File: src/verilog/dsc_pkg.sv
package dsc_pkg;

	// Frame layout: address byte first, then data byte, MSB first
	localparam int FRAME_BITS = 16;
	localparam int SHIFT_W = 16;
	localparam int BYTE_BITS = 8;
	localparam int CNT_W = 5;
	localparam logic [4:0] CNT_ZERO = 5'h00;
	localparam logic [4:0] CNT_ONE = 5'h01;
	localparam logic [4:0] CNT_FRAME = 5'h10;
	localparam logic [4:0] CNT_SAT = 5'h11;

	// Field positions inside the shift register at commit time
	localparam int DATA_LSB = 0;
	localparam int ADDR_EN_POS = 8;
	localparam int ATT_LSB = 1;
	localparam int ATT_MSB = 6;
	localparam int ATT_W = 6;

	// Attenuation coding: code times 0.5 dB, largest legal code is 25.5 dB
	localparam int ATT_STEP_TENTHS_DB = 5;
	localparam int ATT_RANGE_TENTHS_DB = 255;
	localparam logic [5:0] ATT_MAX_CODE = 6'(ATT_RANGE_TENTHS_DB / ATT_STEP_TENTHS_DB);

	// Power-on defaults
	localparam logic [7:0] DATA_RESET = 8'h66;
	localparam logic PATH_EN_N_RESET = 1'b0;

	// Write-cycle state
	typedef enum logic [0:0] {
		DSC_ST_IDLE = 1'b0,
		DSC_ST_SHIFT = 1'b1
	} dsc_state_t;

endpackage : dsc_pkg

File: src/verilog/dsc_serial_ctrl.sv
// Notes on behaviour
// - Defaults: maximum attenuation, not in standby.
// - MSB first, address byte before data.
// - Serial clock ignored while select high.
// - Shift data on rising serial clock.
// - Wrong clock count gives unguaranteed content.
// - Select rising edge commits shifted bits.
// - Lock high blocks path enable update.
// - Lock low lets path enable change.
// - Data always accepted; enable bit needs lock low.
// - Six-bit field, half dB per code step.
// - Field bit one means step switched in.
// - Data bits seven and zero ignored.
// - 0x66, 0xE6, 0x67 give maximum attenuation.
// - Input select high routes alternate input.
// - Select falling edge starts a write cycle.
// - Standby pin high puts device off.
module dsc_serial_ctrl (
	// System clock and reset
	input wire logic SYS_CLK_I,
	input wire logic RESET_N_I,
	// Serial control pins
	input wire logic CHIP_SELECT_BAR_I,
	input wire logic SERIAL_CLOCK_I,
	input wire logic SERIAL_DATA_I,
	input wire logic ENABLE_WRITE_LOCK_I,
	// Mode pins
	input wire logic STANDBY_PIN_I,
	input wire logic RF_INPUT_SELECT_I,
	// Active control settings and frame status flag
	output logic [5:0] ATTEN_CODE_O,
	output logic [7:0] DATA_BYTE_O,
	output logic PATH_ENABLE_N_O,
	output logic STANDBY_MODE_O,
	output logic RF_ROUTE_ALTERNATE_O,
	output logic FRAME_OK_O
);

	logic rst_s1_q, rst_n_q;
	logic cs_s1_q, cs_s2_q, cs_prev_q;
	logic clk_s1_q, clk_s2_q, clk_prev_q;
	logic dat_s1_q, dat_s2_q;
	logic lock_s1_q, lock_s2_q;
	logic standby_pin_s1_q, standby_pin_s2_q;
	logic sel_s1_q, sel_s2_q;
	logic cs_rise, cs_fall, sclk_rise;
	dsc_pkg::dsc_state_t state_q, state_d;
	logic [15:0] shift_q, shift_d;
	logic [4:0] cnt_q, cnt_d;
	logic [7:0] data_q, data_d;
	logic [5:0] att_q, att_d;
	logic path_q, path_d;
	logic ok_q, ok_d;
	logic standby_pin_q, sel_q;

	// Reset release through two flops; assertion stays asynchronous
	always_ff @(posedge SYS_CLK_I or negedge RESET_N_I) begin
		if (!RESET_N_I) begin
			rst_s1_q <= 1'b0;
			rst_n_q <= 1'b0;
		end else begin
			rst_s1_q <= 1'b1;
			rst_n_q <= rst_s1_q;
		end
	end

	// Pin synchronisers; data shares the clock's latency so the two stay aligned
	always_ff @(posedge SYS_CLK_I or negedge rst_n_q) begin
		if (!rst_n_q) begin
			cs_s1_q <= 1'b1;
			cs_s2_q <= 1'b1;
			cs_prev_q <= 1'b1;
			clk_s1_q <= 1'b0;
			clk_s2_q <= 1'b0;
			clk_prev_q <= 1'b0;
			dat_s1_q <= 1'b0;
			dat_s2_q <= 1'b0;
			lock_s1_q <= 1'b1;
			lock_s2_q <= 1'b1;
			standby_pin_s1_q <= 1'b0;
			standby_pin_s2_q <= 1'b0;
			sel_s1_q <= 1'b1;
			sel_s2_q <= 1'b1;
		end else begin
			cs_s1_q <= CHIP_SELECT_BAR_I;
			cs_s2_q <= cs_s1_q;
			cs_prev_q <= cs_s2_q;
			clk_s1_q <= SERIAL_CLOCK_I;
			clk_s2_q <= clk_s1_q;
			clk_prev_q <= clk_s2_q;
			dat_s1_q <= SERIAL_DATA_I;
			dat_s2_q <= dat_s1_q;
			lock_s1_q <= ENABLE_WRITE_LOCK_I;
			lock_s2_q <= lock_s1_q;
			standby_pin_s1_q <= STANDBY_PIN_I;
			standby_pin_s2_q <= standby_pin_s1_q;
			sel_s1_q <= RF_INPUT_SELECT_I;
			sel_s2_q <= sel_s1_q;
		end
	end

	// Edge detection on the second stage only
	assign cs_rise = cs_s2_q && !cs_prev_q;
	assign cs_fall = !cs_s2_q && cs_prev_q;
	assign sclk_rise = clk_s2_q && !clk_prev_q && !cs_s2_q;

	// Shift path and commit logic
	always_comb begin
		state_d = state_q;
		shift_d = shift_q;
		cnt_d = cnt_q;
		data_d = data_q;
		att_d = att_q;
		path_d = path_q;
		ok_d = ok_q;
		// falling select opens a new write cycle
		if (cs_fall) begin
			state_d = dsc_pkg::DSC_ST_SHIFT;
			cnt_d = dsc_pkg::CNT_ZERO;
		end
		// first bit ends up in the top position
		if (sclk_rise) begin
			shift_d = {shift_q[dsc_pkg::SHIFT_W-2:0], dat_s2_q};
			if (cs_fall) begin
				cnt_d = dsc_pkg::CNT_ONE;
			end else if (cnt_q != dsc_pkg::CNT_SAT) begin
				cnt_d = cnt_q + dsc_pkg::CNT_ONE;
			end
		end
		// rising select commits the shifted bits
		if (cs_rise) begin
			state_d = dsc_pkg::DSC_ST_IDLE;
			// only exact sixteen counts good
			// Saturated count marks overlong frames, so they never read as good
			ok_d = (cnt_q == dsc_pkg::CNT_FRAME);
			case (state_q)
				dsc_pkg::DSC_ST_SHIFT: begin
					// data byte taken whatever the lock says
					// short frames still load the last eight bits
					if (cnt_q != dsc_pkg::CNT_ZERO) begin
						data_d = shift_q[dsc_pkg::DATA_LSB +: dsc_pkg::BYTE_BITS];
						// end bits of the data byte dropped
						att_d = shift_q[dsc_pkg::ATT_MSB:dsc_pkg::ATT_LSB];
						if (att_d > dsc_pkg::ATT_MAX_CODE) begin
							att_d = dsc_pkg::ATT_MAX_CODE;
						end
					end
					// lock low lets enable bit load
					if (cnt_q >= dsc_pkg::CNT_FRAME && !lock_s2_q) begin
						path_d = shift_q[dsc_pkg::ADDR_EN_POS];
					end
				end
				dsc_pkg::DSC_ST_IDLE: begin
					data_d = data_q;
				end
				default: begin
					state_d = dsc_pkg::DSC_ST_IDLE;
				end
			endcase
		end
	end

	// reset defaults give maximum attenuation, enabled path
	// default byte is the 25.5 dB code
	always_ff @(posedge SYS_CLK_I or negedge rst_n_q) begin
		if (!rst_n_q) begin
			state_q <= dsc_pkg::DSC_ST_IDLE;
			shift_q <= '0;
			cnt_q <= dsc_pkg::CNT_ZERO;
			data_q <= dsc_pkg::DATA_RESET;
			att_q <= dsc_pkg::ATT_MAX_CODE;
			path_q <= dsc_pkg::PATH_EN_N_RESET;
			ok_q <= 1'b0;
			standby_pin_q <= 1'b0;
			sel_q <= 1'b1;
		end else begin
			state_q <= state_d;
			shift_q <= shift_d;
			cnt_q <= cnt_d;
			data_q <= data_d;
			att_q <= att_d;
			path_q <= path_d;
			ok_q <= ok_d;
			standby_pin_q <= standby_pin_s2_q;
			sel_q <= sel_s2_q;
		end
	end

	// Outputs straight from registers
	assign ATTEN_CODE_O = att_q;
	assign DATA_BYTE_O = data_q;
	assign PATH_ENABLE_N_O = path_q;
	assign STANDBY_MODE_O = standby_pin_q;
	// high or open selects alternate input
	assign RF_ROUTE_ALTERNATE_O = sel_q;
	// Only an exact sixteen-clock frame is reported good
	assign FRAME_OK_O = ok_q;
endmodule // dsc_serial_ctrl
File: config.mk
export PLATFORM = sky130hd
export DESIGN_NAME = dsc_serial_ctrl
export DESIGN_NICKNAME = d
export VERILOG_FILES = /design/src/verilog/dsc_pkg.sv /design/src/verilog/dsc_serial_ctrl.sv
export SDC_FILE = /design/constraint.sdc
export NUM_CORES = 1
export LEC_CHECK = 0
export ABC_AREA = 1
export ABC_CLOCK_PERIOD_IN_PS = 3600
export BUFFER_PORTS_ARGS = -buffer_cell sky130_fd_sc_hd__buf_2
export CAP_MARGIN = 40
export CORE_MARGIN = 1.5
export CORE_UTILIZATION = 60
export DETAILED_ROUTE_END_ITERATION = 10
export PLACE_DENSITY = 0.83
export RECOVER_POWER = 50
export SETUP_SLACK_MARGIN = 0.02
export SLEW_MARGIN = 0
export SYNTH_ARGS = -nofsm -noshare
export SYNTH_HDL_FRONTEND = slang
export SYNTH_SLANG_ARGS = --single-unit
File: constraint.sdc
create_clock -name SYS_CLK_I -period 3.6 [get_ports SYS_CLK_I]
set_input_delay 0.72 -clock SYS_CLK_I [delete_from_list [all_inputs] [get_ports SYS_CLK_I]]
set_output_delay 0.72 -clock SYS_CLK_I [all_outputs]
set_load 0.01 [all_outputs]
==> flow_metrics.tcl <==
set metrics [dict create \
    synth_top_family_by_area "simple AND/OR/NAND/NOR gates" \
    setup_ws_ps 1600 \
    actual_transition_at_the_worst_max_transition_pin_ps 1260 \
    via_per_inst 4.96 \
    io-pin-count 26 \
    slew_violations 0 \
    htree_num_levels 2 \
    die_h_um 59.7 \
    cts_setup_buffers 0 \
    worst_r2r_path_depth 1 \
    cp_num_buf_inv 1 \
    critical-path-max-stage-delay_ps 990 \
    final_area_um2 2120 \
    synthMostInstantiatedCell "sky130_fd_sc_hd__nand2_1" \
    run_status "finished, final reports clean" \
    drv_cap 0 \
    worst-setup-path-type "flop to async pin" \
    post_cts_resize_count 0 \
    grt_antenna_before_repair 0 \
    diodes 0 \
    global_placer_s_final_weighted_congestion 0.792 \
    synth.lib_cells_used.distinct 20 \
    postPlaceCellArea_um2 2090 \
    power_mw 1.18 \
    final-instance-count-excl-fill 257 \
    synth_cells 184 \
    finalCritPeriodShare_pct 55.7 \
    vias 1274 \
    max_root_sink_buffers 2 \
    report.final.hold_viol_count 0 \
    grt_max_degree 28 \
    post_synth.cell_area_avg_um2 10.5 \
    synth-seq-area-share_pct 64.7 \
    post_synth_mux_area_share_pct 0 \
    regToRegStartpoint "rst_n_q$_DFF_PN0_" \
    mappedNetlistArea_um2 1930 \
    clock-skew-final_ps 12.8 \
    final_nets 225 \
    grt.overflow.total 0 \
    grt_usage_pct 20.5 \
    timing.critical_path.arrival_ps 2300 \
    startpoint_type "flop" \
    finalHoldWorstSlack_ps 104 \
    sequential_standard_cell_area_um2 1250 \
    synthAdderAreaFrac_pct 3.25 \
    cts_root_buf "sky130_fd_sc_hd__clkbuf_4" \
    critical-path-slowest-cell "sky130_fd_sc_hd__clkbuf_1" \
    worst_r2r_endpoint "PATH_ENABLE_N_O$_DFFE_PN0P_" \
    grt_setup_unrepaired "false" \
    first_global_vias 1238 \
    rows 20 \
    cts_buffers 5 \
    drive_gt1_share_pct 26.8 \
    total_die_area_um2 3560 \
    nFillCells 241 \
    worst_hold_path_type "primary input to async pin" \
    worst_r2r_setup_slack_ps 1600 \
    synth_edf_count 0 \
    place.port_buffers 25 \
    synth.largest_area_cell "sky130_fd_sc_hd__dfrtp_1" \
    final_layout_setup_total_negative_slack_ps 0 \
    netlist_top_cells_count "sky130_fd_sc_hd__nand2_1, sky130_fd_sc_hd__dfrtp_1, sky130_fd_sc_hd__inv_1" \
    critPathMaxFanout 25 \
    synth_flop_cell "sky130_fd_sc_hd__dfrtp_1" \
    post_synth_main_area_contributors "sky130_fd_sc_hd__dfrtp_1, sky130_fd_sc_hd__dfstp_2, sky130_fd_sc_hd__nand2_1, sky130_fd_sc_hd__inv_1, sky130_fd_sc_hd__o21ai_0" \
    setup.worst_path.end_class "async pin" \
    dr.pass1.iters 5 \
    floorplan.initialDensity_pct 63.1 \
    relSlewSlack_pct 16.2 \
    place.detailed.hpwl_um 2180 \
    totalWireLength_um 3100 \
    synth_largest_type_area_fraction_pct 42.9 \
    final_core_util_pct 69.4 \
    postSynth.asyncResetShare_pct 100 \
    cts_tree "yes" \
    timing.critical_path.required_ps 3890 \
    dp_worst_setup_slack_ps 2010 \
    drt_iter0_drc 75 \
    max_freq_mhz 499 \
    remaining_design_rule_violation_count 0 \
    drtAntennaViolNets 0 \
    core_um2 3050 \
    leakagePower_nw 1.07 \
    grt_first_pass_wirelength_um 5180 \
    setup_viol 0 \
    cellPowerDensity_nw_per_um2 555 \
    worst_path_dominant_cell_family "buffers and inverters" \
    total_of_warnings_raised_by_yosys 0 \
    crit_chain "clkbuf_1" \
    detail_route.wl_per_cell_um 12.1 \
    area.growth.synth_to_final_pct 10.1 \
    irDropWorstVdd_mv 0.405 \
    post_synthesis_xor_xnor_area_fraction_pct 0 \
    synth_nets 197 \
    die_w_um 59.7 \
    clkLatencyLatePin_ps 360 \
    synth_compound_gate_area_share_pct 8.06 \
    cts_hold_repair.buffers 0 \
    clkTransAtPathRegs_ps 140 \
    synth_seq_cells 49 \
    multiInputGateArea_um2 546 \
    tritoncts_num_sinks 49 \
    final_period_minus_worst_setup_slack_ps 2000 \
    placed_cells 249 \
    simple_gate_area_share_of_the_yosys_netlist_pct 16.8 \
]
-- power by group --
group / switching, mW / total, mW / internal [mW]
Clock: 0.169 / 0.243 / 0.0739
Combinational: 0.132 / 0.219 / 0.0871
Sequential: 0.0570 / 0.714 / 0.658
Total: 0.359 / 1.18 / 0.819
-- area by class of cell --
type / instances / share of cell area (%)
Tap cell: 44 / 2.60
Sequential cell: 49 / 58.8
Clock inverter: 3 / 0.826
Clock buffer: 5 / 1.77
Inverter: 24 / 4.25
Multi-Input combinational cell: 106 / 25.7
Timing Repair Buffer: 26 / 6.02
-- routing by layer --
metal,global-route usage [%],vias to the layer above,part of all wire [%]
met5,0,-,0
met3,8.01,6,4.9
met4,8.89,0,1.4
met1,25.0,605,44
met2,32.5,34,49
li1,-,629,-
-- how the worst max path moves through the flow --
stage / start / depth (start not counted) / to / slack (ps)
final: rst_n_q$_DFF_PN0_ / 1 / PATH_ENABLE_N_O$_DFFE_PN0P_ / 1600
after global routing: rst_n_q$_DFF_PN0_ / 1 / shift_q[2]$_DFFE_PN0P_ / 1180
after CTS: DATA_BYTE_O[2]$_DFFE_PN1P_ / 1 / DATA_BYTE_O[2] / 1830
after detailed placement: clk_prev_q$_DFF_PN0_ / 6 / shift_q[8]$_DFFE_PN0P_ / 2010
after global placement: clk_prev_q$_DFF_PN0_ / 6 / shift_q[8]$_DFFE_PN0P_ / 2110
after floorplan: rst_n_q$_DFF_PN0_ / 0 / ATTEN_CODE_O[2]$_DFFE_PN0P_ / 2160
-- layout by cell type (no fill, tap or decap), drive strengths merged --
cell type / count
nand2: 53
dfrtp: 33
inv: 24
buf: 24
o21ai: 24
dfstp: 16
nand3: 11
clkbuf: 7
nor2: 6
ha: 5
nand4: 4
clkinv: 2
a21oi: 1
o211ai: 1
clkinvlp: 1
conb: 1
-- state kept, by name, indices dropped and copies added (netlist names), 5 cells and up --
register and flops:
shift_q 9, DATA_BYTE_O 8, ATTEN_CODE_O 6, cnt_q 5
-- logic make-up (layout without fill, tap and decap cells) --
kind of cell,Yosys count,in the layout
AOI/OAI and AO/OA,26,26
DFF,49,49
and+or+nand+nor,74,74
other,1,1
buffers and inverters,29,58
adders and majority gates,5,5
(Power assumes the default switching activity.)
